File: config.mk
export PLATFORM = sky130hd
export DESIGN_NAME = sdram_cmd_burst
export DESIGN_NICKNAME = d
export VERILOG_FILES = /design/src/hw/sdram_pkg.sv /design/src/hw/burst_col_gen.sv /design/src/hw/sdram_cmd_burst.sv
export SDC_FILE = /design/constraint.sdc
export NUM_CORES = 1
export LEC_CHECK = 0
export ABC_AREA = 1
export BUFFER_PORTS_ARGS = -buffer_cell sky130_fd_sc_hd__buf_2
export CAP_MARGIN = 10
export CORE_UTILIZATION = 49
export CTS_CLUSTER_DIAMETER = 100
export DETAILED_ROUTE_END_ITERATION = 8
export PLACE_DENSITY = 0.66
export SYNTH_ARGS = -nofsm -noshare
export SYNTH_HDL_FRONTEND = slang
export SYNTH_SLANG_ARGS = --single-unit
export TNS_END_PERCENT = 50
File: constraint.sdc
create_clock -name CLK_I -period 3.55 [get_ports CLK_I]
set_input_delay 0.355 -clock CLK_I [delete_from_list [all_inputs] [get_ports CLK_I]]
set_output_delay 0.355 -clock CLK_I [all_outputs]
set_load 0.01 [all_outputs]
File: src/hw/sdram_pkg.sv
// Constants, types and decode helpers shared by the DRAM command and burst logic
package sdram_pkg;
    // ==========================================================
    // Widths
    localparam int ROW_W = 13;
    localparam int COL_W = 9;
    localparam int DQ_W = 16;
    localparam int BANK_W = 2;
    localparam int NBANK = 4;
    localparam int PIPE_D = 2;
    localparam int SYNC_W = 4 + 1 + 1 + BANK_W + ROW_W + DQ_W;

    // ==========================================================
    // Command codes as {cs_n, ras_n, cas_n, we_n}
    localparam logic [3:0] CMD_MRS = 4'h0;
    localparam logic [3:0] CMD_REF = 4'h1;
    localparam logic [3:0] CMD_PRE = 4'h2;
    localparam logic [3:0] CMD_ACT = 4'h3;
    localparam logic [3:0] CMD_WR = 4'h4;
    localparam logic [3:0] CMD_RD = 4'h5;
    localparam logic [3:0] CMD_BST = 4'h6;
    localparam logic [3:0] CMD_NOP = 4'h7;

    // ==========================================================
    // Address bit and mode word fields
    localparam int AP_BIT = 10;
    localparam int MR_BL_LSB = 0;
    localparam int MR_BT_BIT = 3;
    localparam int MR_CL_LSB = 4;
    localparam logic [2:0] BL_1 = 3'h0;
    localparam logic [2:0] BL_2 = 3'h1;
    localparam logic [2:0] BL_4 = 3'h2;
    localparam logic [2:0] BL_8 = 3'h3;
    localparam logic [2:0] BL_PAGE = 3'h7;
    localparam logic [2:0] CL_3 = 3'h3;
    localparam logic [ROW_W-1:0] MODE_RST = 13'h0000;
    localparam logic [COL_W-1:0] COL_ZERO = 9'h000;
    localparam logic [COL_W-1:0] COL_ONE = 9'h001;

    typedef enum logic [1:0] {
        ST_IDLE = 2'b00,
        ST_READ = 2'b01,
        ST_WRITE = 2'b11
    } burst_state_t;

    // Bits of the column that move within one burst
    function automatic logic [COL_W-1:0] burst_mask(input logic [2:0] bl);
        case (bl)
            BL_1: burst_mask = 9'h000;
            BL_2: burst_mask = 9'h001;
            BL_4: burst_mask = 9'h003;
            BL_8: burst_mask = 9'h007;
            default: burst_mask = 9'h1ff;
        endcase
    endfunction
endpackage

File: src/hw/burst_col_gen.sv
// Column sequencer for sequential and interleaved bursts
`timescale 1ns/100ps
`default_nettype none
module burst_col_gen (
    input wire logic [sdram_pkg::COL_W-1:0] start_i,
    input wire logic [sdram_pkg::COL_W-1:0] beat_i,
    input wire logic [2:0] bl_i,
    input wire logic ilv_i,
    output logic [sdram_pkg::COL_W-1:0] col_o
);
    import sdram_pkg::*;

    logic [COL_W-1:0] mask;
    logic [COL_W-1:0] seq;

    assign mask = burst_mask(bl_i);
    assign seq = start_i + beat_i;
    // Carry out of the moving bits is masked off, so the burst wraps inside its block
    assign col_o = (start_i & ~mask) | ((ilv_i ? (start_i ^ beat_i) : seq) & mask);
endmodule
`default_nettype wire

File: src/hw/sdram_cmd_burst.sv
// Command decode, bank state and burst engine of a four-bank synchronous DRAM
// Operation
// - Every pin is sampled only on rising clock edges.
// - Commands decode from current clock enable and its level one cycle earlier.
// - Access with A10 high auto-precharges the bank at burst end, except full-page bursts, which never do; low leaves it open.
// - Precharge with A10 high closes all banks, else the selected bank.
// - Read: column strobe low, row strobe and write enable high; address gives column.
// - Write: column strobe and write enable low, row strobe high; address gives column.
// - Data after the programmed write length is ignored.
// - Mode set is all four strobes low; address carries the mode word.
// - Reads and writes are accepted every cycle to any active bank.
// - Sequential or interleaved bursts of 1, 2, 4, 8 or full page.
// - Read interrupting read restarts full burst; old data drains meanwhile.
// - Write interrupting write continues at the new column for a full burst.
// - Read ends a write burst at once; remaining write data is dropped.
// - Burst stop ends a full-page burst and leaves the bank open.
// - After burst stop in a read, outputs float after the CAS latency.
// - Power-down request inside a burst becomes clock suspend.
// - Clock enable low suspends operation one clock later; resumes likewise.
// - Self refresh entry with banks idle; held while clock enable stays low.
`timescale 1ns/100ps
`default_nettype none
module sdram_cmd_burst (
    input wire logic CLK_I,
    input wire logic SRST_I,
    input wire logic CE_I,
    input wire logic CS_N_I,
    input wire logic RAS_N_I,
    input wire logic CAS_N_I,
    input wire logic WE_N_I,
    input wire logic CKE_I,
    input wire logic DQM_I,
    input wire logic [sdram_pkg::BANK_W-1:0] BANK_I,
    input wire logic [sdram_pkg::ROW_W-1:0] ADDR_I,
    input wire logic [sdram_pkg::DQ_W-1:0] DQ_I,
    input wire logic [sdram_pkg::DQ_W-1:0] ARRAY_RDATA_I,
    output logic [sdram_pkg::DQ_W-1:0] DQ_O,
    output logic DQ_OE_O,
    output logic ARRAY_RE_O,
    output logic ARRAY_WE_O,
    output logic [sdram_pkg::BANK_W-1:0] ARRAY_BANK_O,
    output logic [sdram_pkg::ROW_W-1:0] ARRAY_ROW_O,
    output logic [sdram_pkg::COL_W-1:0] ARRAY_COL_O,
    output logic [sdram_pkg::DQ_W-1:0] ARRAY_WDATA_O,
    output logic [sdram_pkg::NBANK-1:0] BANK_ACTIVE_O,
    output logic [sdram_pkg::ROW_W-1:0] MODE_O,
    output logic REFRESH_O,
    output logic SELF_REFRESH_O,
    output logic POWER_DOWN_O,
    output logic SUSPEND_O
);
    import sdram_pkg::*;

    // ==========================================================
    // Pin capture
    logic [SYNC_W-1:0] sync1_r;
    logic [SYNC_W-1:0] sync2_r;
    logic [3:0] cmd;
    logic cke_s, dqm_s;
    logic [BANK_W-1:0] bank_s;
    logic [ROW_W-1:0] addr_s;
    logic [DQ_W-1:0] dq_s;
    logic cke_prev_r;

    always_ff @(posedge CLK_I) begin
        if (SRST_I) begin
            sync1_r <= {SYNC_W{1'b1}};
            sync2_r <= {SYNC_W{1'b1}};
            cke_prev_r <= 1'b1;
        end else if (CE_I) begin
            sync1_r <= {CS_N_I, RAS_N_I, CAS_N_I, WE_N_I, CKE_I, DQM_I, BANK_I, ADDR_I, DQ_I};
            sync2_r <= sync1_r;
            cke_prev_r <= cke_s;
        end
    end
    assign {cmd, cke_s, dqm_s, bank_s, addr_s, dq_s} = sync2_r;

    // ==========================================================
    // Command decode
    burst_state_t state_r;
    logic [NBANK-1:0] bank_act_r;
    logic [ROW_W-1:0] row_r [NBANK];
    logic [ROW_W-1:0] mode_r;
    logic [COL_W-1:0] start_r, cnt_r, col, beat_start, beat_idx, last;
    logic [BANK_W-1:0] bnk_r, acc_bank;
    logic ap_r, self_ref_r, run, cmd_ok, all_idle, page, last0, end_beat;
    logic cmd_act, cmd_pre, cmd_ref, cmd_sre, cmd_mrs, cmd_rd, cmd_wr, cmd_bst;
    logic new_acc, cont, beat_rd, beat_wr, burst_done;
    logic [PIPE_D-1:0] pv_r;
    logic [DQ_W-1:0] pd_r [PIPE_D];

    // Clock enable low one edge ago freezes burst, bank, mode and read-pipe state and drops the array strobes
    assign run = cke_prev_r;
    assign cmd_ok = cke_prev_r & ~self_ref_r;
    assign all_idle = (bank_act_r == 4'h0) && (state_r == ST_IDLE);
    assign cmd_act = cmd_ok && (cmd == CMD_ACT);
    assign cmd_pre = cmd_ok && (cmd == CMD_PRE);
    assign cmd_ref = cmd_ok && (cmd == CMD_REF) && cke_s;
    assign cmd_sre = cmd_ok && (cmd == CMD_REF) && !cke_s && all_idle;
    assign cmd_mrs = cmd_ok && (cmd == CMD_MRS) && all_idle;
    assign cmd_rd = cmd_ok && (cmd == CMD_RD) && bank_act_r[bank_s];
    assign cmd_wr = cmd_ok && (cmd == CMD_WR) && bank_act_r[bank_s];
    assign page = (mode_r[MR_BL_LSB+:3] == BL_PAGE);
    assign cmd_bst = cmd_ok && (cmd == CMD_BST) && (state_r != ST_IDLE) && page;

    // ==========================================================
    // Burst engine
    assign last = burst_mask(mode_r[MR_BL_LSB+:3]);
    assign last0 = (last == COL_ZERO);
    // A full-page burst wraps until stopped or interrupted
    assign end_beat = (cnt_r == last) && !page;
    assign new_acc = cmd_rd | cmd_wr;
    // Nop, deselect and other commands fall into cont and keep the burst going
    assign cont = (state_r != ST_IDLE) && !cmd_bst && !new_acc;
    assign beat_rd = cmd_rd | (cont && (state_r == ST_READ));
    assign beat_wr = cmd_wr | (cont && (state_r == ST_WRITE));
    assign beat_start = new_acc ? addr_s[COL_W-1:0] : start_r;
    assign beat_idx = new_acc ? COL_ZERO : cnt_r;
    assign acc_bank = new_acc ? bank_s : bnk_r;
    assign burst_done = (new_acc && last0 && addr_s[AP_BIT]) || (cont && end_beat && ap_r);

    burst_col_gen u_col (
        .start_i(beat_start),
        .beat_i(beat_idx),
        .bl_i(mode_r[MR_BL_LSB+:3]),
        .ilv_i(mode_r[MR_BT_BIT]),
        .col_o(col)
    );

    always_ff @(posedge CLK_I) begin
        if (SRST_I) begin
            state_r <= ST_IDLE;
            cnt_r <= COL_ZERO;
            start_r <= COL_ZERO;
            bnk_r <= 2'h0;
            ap_r <= 1'b0;
        end else if (CE_I && run) begin
            if (new_acc) begin
                // Any new access restarts from its own column, full length
                start_r <= addr_s[COL_W-1:0];
                bnk_r <= bank_s;
                ap_r <= addr_s[AP_BIT];
                cnt_r <= COL_ONE;
                if (last0) begin
                    state_r <= ST_IDLE;
                end else begin
                    state_r <= cmd_rd ? ST_READ : ST_WRITE;
                end
            end else if (cmd_bst) begin
                state_r <= ST_IDLE;
            end else if (state_r != ST_IDLE) begin
                cnt_r <= 9'(cnt_r + COL_ONE);
                if (end_beat) begin
                    state_r <= ST_IDLE;
                end
            end
        end
    end

    // ==========================================================
    // Array access
    always_ff @(posedge CLK_I) begin
        if (SRST_I) begin
            ARRAY_RE_O <= 1'b0;
            ARRAY_WE_O <= 1'b0;
            ARRAY_BANK_O <= 2'h0;
            ARRAY_ROW_O <= MODE_RST;
            ARRAY_COL_O <= COL_ZERO;
            ARRAY_WDATA_O <= 16'h0000;
        end else if (CE_I) begin
            ARRAY_RE_O <= run & beat_rd;
            ARRAY_WE_O <= run & beat_wr & ~dqm_s;
            if (run && (beat_rd || beat_wr)) begin
                ARRAY_BANK_O <= acc_bank;
                ARRAY_ROW_O <= row_r[acc_bank];
                ARRAY_COL_O <= col;
                ARRAY_WDATA_O <= dq_s;
            end
        end
    end

    // ==========================================================
    // Bank and mode state
    always_ff @(posedge CLK_I) begin
        if (SRST_I) begin
            bank_act_r <= 4'h0;
        end else if (CE_I && run) begin
            if (cmd_act) begin
                bank_act_r[bank_s] <= 1'b1;
            end
            if (cmd_pre && addr_s[AP_BIT]) begin
                bank_act_r <= 4'h0;
            end else if (cmd_pre) begin
                bank_act_r[bank_s] <= 1'b0;
            end
            if (burst_done) begin
                bank_act_r[acc_bank] <= 1'b0;
            end
        end
    end

    // Open rows are data, not control, so they carry no reset
    always_ff @(posedge CLK_I) begin
        if (CE_I && run && cmd_act) begin
            row_r[bank_s] <= addr_s;
        end
    end

    always_ff @(posedge CLK_I) begin
        if (SRST_I) begin
            mode_r <= MODE_RST;
        end else if (CE_I && run && cmd_mrs) begin
            mode_r <= addr_s;
        end
    end

    // ==========================================================
    // Read data pipe and output drive
    always_ff @(posedge CLK_I) begin
        if (SRST_I) begin
            pv_r[0] <= 1'b0;
            pd_r[0] <= 16'h0000;
        end else if (CE_I && run) begin
            pv_r[0] <= ARRAY_RE_O;
            pd_r[0] <= ARRAY_RDATA_I;
        end
    end

    // Old beats keep draining after an interrupt or a stop
    for (genvar i = 1; i < PIPE_D; i++) begin : g_pipe
        always_ff @(posedge CLK_I) begin
            if (SRST_I) begin
                pv_r[i] <= 1'b0;
                pd_r[i] <= 16'h0000;
            end else if (CE_I && run) begin
                pv_r[i] <= pv_r[i-1];
                pd_r[i] <= pd_r[i-1];
            end
        end
    end

    logic cl_sel;
    assign cl_sel = (mode_r[MR_CL_LSB+:3] == CL_3);

    always_ff @(posedge CLK_I) begin
        if (SRST_I) begin
            DQ_O <= 16'h0000;
            DQ_OE_O <= 1'b0;
        end else if (CE_I && run) begin
            DQ_O <= pd_r[cl_sel];
            DQ_OE_O <= pv_r[cl_sel] & ~dqm_s;
        end
    end

    // ==========================================================
    // Power states
    always_ff @(posedge CLK_I) begin
        if (SRST_I) begin
            self_ref_r <= 1'b0;
            POWER_DOWN_O <= 1'b0;
            SUSPEND_O <= 1'b0;
            REFRESH_O <= 1'b0;
        end else if (CE_I) begin
            if (cmd_sre) begin
                self_ref_r <= 1'b1;
            end else if (cke_s) begin
                self_ref_r <= 1'b0;
            end
            // Banks open or data in flight turn a power-down request into suspend
            POWER_DOWN_O <= !cke_s && !cmd_sre && !self_ref_r && all_idle && (pv_r == '0);
            SUSPEND_O <= !cke_s && !(all_idle && (pv_r == '0));
            REFRESH_O <= cmd_ref;
        end
    end
    assign SELF_REFRESH_O = self_ref_r;
    assign BANK_ACTIVE_O = bank_act_r;
    assign MODE_O = mode_r;
endmodule
`default_nettype wire

==> flow_metrics.py <==
metrics = {
    "outcome": {
        "status": "finished, violations left",
        "violations": "design-rule violations",
    },
    "clock_tree": {
        "cts_buffers": 26,
        "cts_tree": "built",
        "cts_buffer_depth": 3,
        "cts-root-buf": "clkbuf_16",
        "htreeDepth": 1,
        "clk_latency_ps": 530,
        "clkSinkCount": 264,
        "clk_pin_slew_ps": 60,
    },
    "yosys": {
        "yosys.cell_types.count": 39,
        "async_flop_share_pct": 0,
        "synth_area_sq_um": 10800,
        "syn_nets": 1379,
        "yosysMostFrequentCell": "nand2_1",
        "synth_edf_count": 84,
        "ys_seq_area_share_pct": 56.5,
        "ys_top_cells_by_area": "dfxtp_1 33%, edfxtp_1 23%, nand2_1 13%, nor2_1 5.1%, o21ai_0 4.4%",
        "ys.flop_type": "dfxtp_1",
        "ys_top_cells_by_count": "374 x nand2_1, 180 x dfxtp_1, 147 x nor2_1",
        "synth_top_cell_by_area": "dfxtp_1",
        "yosys_warnings": 0,
        "synth_seq_cells": 264,
        "synth_top_area_share_pct": 33.2,
        "syn_inst": 1313,
        "avgSynthCellArea_sq_um": 8.26,
    },
    "placement": {
        "io_buffers": 135,
        "hpwl_um": 18300,
        "dpl_worst_slack_ps": 198,
        "gp_congestion": 0.887,
    },
    "power": {
        "irDropWorstVdd_mv": 0.305,
        "power.switching_mw": 1.40,
        "pwr-share-clk_pct": 41.8,
        "p_leak_nw": 5.58,
        "p_int_mw": 4.80,
        "power_frac_seq_pct": 52.9,
        "p_sw_share_pct": 22.6,
        "power_density_nw_per_um2": 495,
        "power_frac_comb_pct": 5.3,
    },
    "floorplanning": {
        "num_rows": 54,
        "boundaryPins": 136,
        "die_w_um": 151,
        "core_sq_um": 21800,
        "die_h_um": 151,
        "initial_core_util_pct": 49.8,
        "dieArea_sq_um": 22700,
    },
    "cells_and_area": {
        "areaGrowthSynthToFinish_pct": 15.5,
        "drive_gt1_share_pct": 15.7,
        "nets": 1498,
        "antenna_cells": 0,
        "fill_cells": 2054,
    },
    "critical_path": {
        "crit_path_cell_trace": "inv_1 -> nor2_2 -> inv_2 -> nor2_1 -> nand3_2 -> nand2_2 -> o21ai_1 -> inv_1 -> ha_1 -> inv_1 -> fa_1 -> o21ai_1 -> nand3_1 -> nand2_1 -> nand2_1 -> nand2_1 -> nand3_1 -> o21ai_0 -> nand2_1 -> nand2_1 -> nor2_1",
        "crit_top_cell": "nand2_1",
        "critical_path_class": "flip-flop to flip-flop",
        "crit_arrival_ps": 3560,
        "cp.required_ps": 3960,
        "setup.worst_path.start_class": "flip-flop",
        "cpPeakStageDelay_ps": 390,
        "crit_path_end_kind": "flip-flop",
        "critical_path.slowest_cell": "fa_1",
        "worst-path-max-fanout": 16,
    },
    "global_routing": {
        "antenna_found_initial": 0,
        "grt_max_degree": 100,
        "overflow": 0,
        "grt_usage_pct": 24.3,
        "grt_first_pass_wirelength_um": 43200,
        "grt_pass1_vias": 8097,
    },
    "sta": {
        "finalMaxSlewViolations": 0,
        "fin_skew_ps": 14.2,
        "period_needed_ps": 3150,
        "rsz0062_at_grt": "no",
        "slew_headroom_pct": 37.4,
        "finalHoldViolations": 0,
        "fmax_mhz": 318,
        "tns_ps": 0,
        "layout_worst_path_cycle_share_pct": 88.6,
        "finalSetupViolCount": 0,
        "final.setup.worst_slack_ps": 403,
        "tightest_slew_ps": 940,
    },
    "hold_path": {
        "hold_class": "input pin to flip-flop",
    },
    "route": {
        "route.detailed.drc": 1,
        "vias": 8873,
        "ant_nets": 0,
        "vias_per_cell": 5.13,
        "wl_per_cell_um": 15.7,
        "wirelength_um": 27200,
        "firstDrtPassIters": 7,
        "drt_iter0_drc": 622,
    },
    "flow_run": {
        "maxCapViolations": 0,
    },
}
-- per-layer routing --
metal | track usage, % | vias up | wire length (um)
met1 | 34.7 | 4091 | 12600
met2 | 39.3 | 237 | 12500
met5 | 0 | - | 0
met4 | 5.40 | 0 | 481
li1 | - | 4509 | -
met3 | 3.00 | 36 | 1620
-- worst paths after layout --
| check | startpoint | endpoint | slack [ps] | depth (start not counted) |
|---|---|---|---|---|
| max | cke_prev_r$_SDFFE_PP1P_ | ARRAY_COL_O[6]$_SDFFE_PP0P_ | 400 | 21 |
| min | CKE_I | sync1_r[32]$_SDFFE_PP1P_ | 40 | 3 |
| max reg2reg | cke_prev_r$_SDFFE_PP1P_ | ARRAY_COL_O[6]$_SDFFE_PP0P_ | 400 | 21 |
| min reg2reg | DQ_O[3]$_SDFFE_PP0P_ | DQ_O[3]$_SDFFE_PP0P_ | 450 | 2 |
-- cell type report --
class                   instances  area [sq um]  share of cell area [%]
flip-flops and latches        264          6130                    48.9
repair buffers                159           856                    6.83
inverters                     113           427                    3.41
well taps                     280           350                    2.80
clock inverters                 6          35.0                   0.280
multi-input cells             868          3970                    31.7
clock buffers                  40           764                    6.10
-- flip-flops by register name, indices dropped and copies added, names as in the netlist, 2 cells and up --
name           flops
row_r             52
sync1_r           37
sync2_r           37
pd_r              32
ARRAY_WDATA_O     16
DQ_O              16
ARRAY_ROW_O       13
MODE_O            13
ARRAY_COL_O        9
cnt_r              9
start_r            9
BANK_ACTIVE_O      4
ARRAY_BANK_O       2
bnk_r              2
pv_r               2
state_r            2
-- what timing repair did --
action / CTS / global route
endpoints found under the setup margin: 0 / 5
setup buffers: 0 / 0
gates resized for setup: 0 / 2
hold buffers: 0 / 0
-- metrics by stage --
step                      std cells  instance area [sq um]  hold slack, ps  utilization, %  total power [mW]
after global routing           1730                  12500            37.2            57.6              6.41
final                          1730                  12500            42.5            57.6              6.20
after global placement         1684                  11700             435            53.9              3.66
after CTS                      1730                  12500            24.1            57.6              6.25
after detailed placement       1684                  11700             438            53.9              3.67
after floorplan                1313                  10800             423               -              3.54
-- power by group through the flow --
stage | Sequential, mW | Combinational, mW | Clock, mW
2_1_floorplan | 3.33 | 0.211 | 0
4_1_cts | 3.28 | 0.331 | 2.64
3_5_place_dp | 3.34 | 0.329 | 0
3_3_place_gp | 3.34 | 0.326 | 0
5_1_grt | 3.29 | 0.373 | 2.75
6_report | 3.28 | 0.327 | 2.59
-- layout by cell type (no fill, tap or decap), drive strengths merged, types with 9 or more instances in the layout --
cell type  netlist  final
nand2          381    381
ha               9      9
o21ai          108    108
a211oi          17     17
nand3           95     95
nor2           151    151
edfxtp          84     84
clkbuf          45     40
buf             23    159
a21oi           67     67
inv            111    111
dfxtp          180    180
-- cell families (layout without fill, tap and decap cells) --
group | after synthesis | after routing | synth area share (%)
xor+xnor | 5 | 5 | 0.404
simple gates | 645 | 645 | 24.2
flops | 264 | 264 | 56.5
buf+inv | 181 | 318 | 7.10
compound gates | 208 | 208 | 10.6
fa+ha+maj | 10 | 10 | 1.22
-- worst max-delay path, delay by kind of cell, from the launching register on --
family / cells / cell delay (ps)
AO/OA/AOI/OAI: 3 / 540
flip-flops: 1 / 330
buffers and inverters: 4 / 260
adder cells (fa/ha/maj): 2 / 560
AND/OR/NAND/NOR: 12 / 1350
No activity file was read; power rests on OpenSTA's default activity.
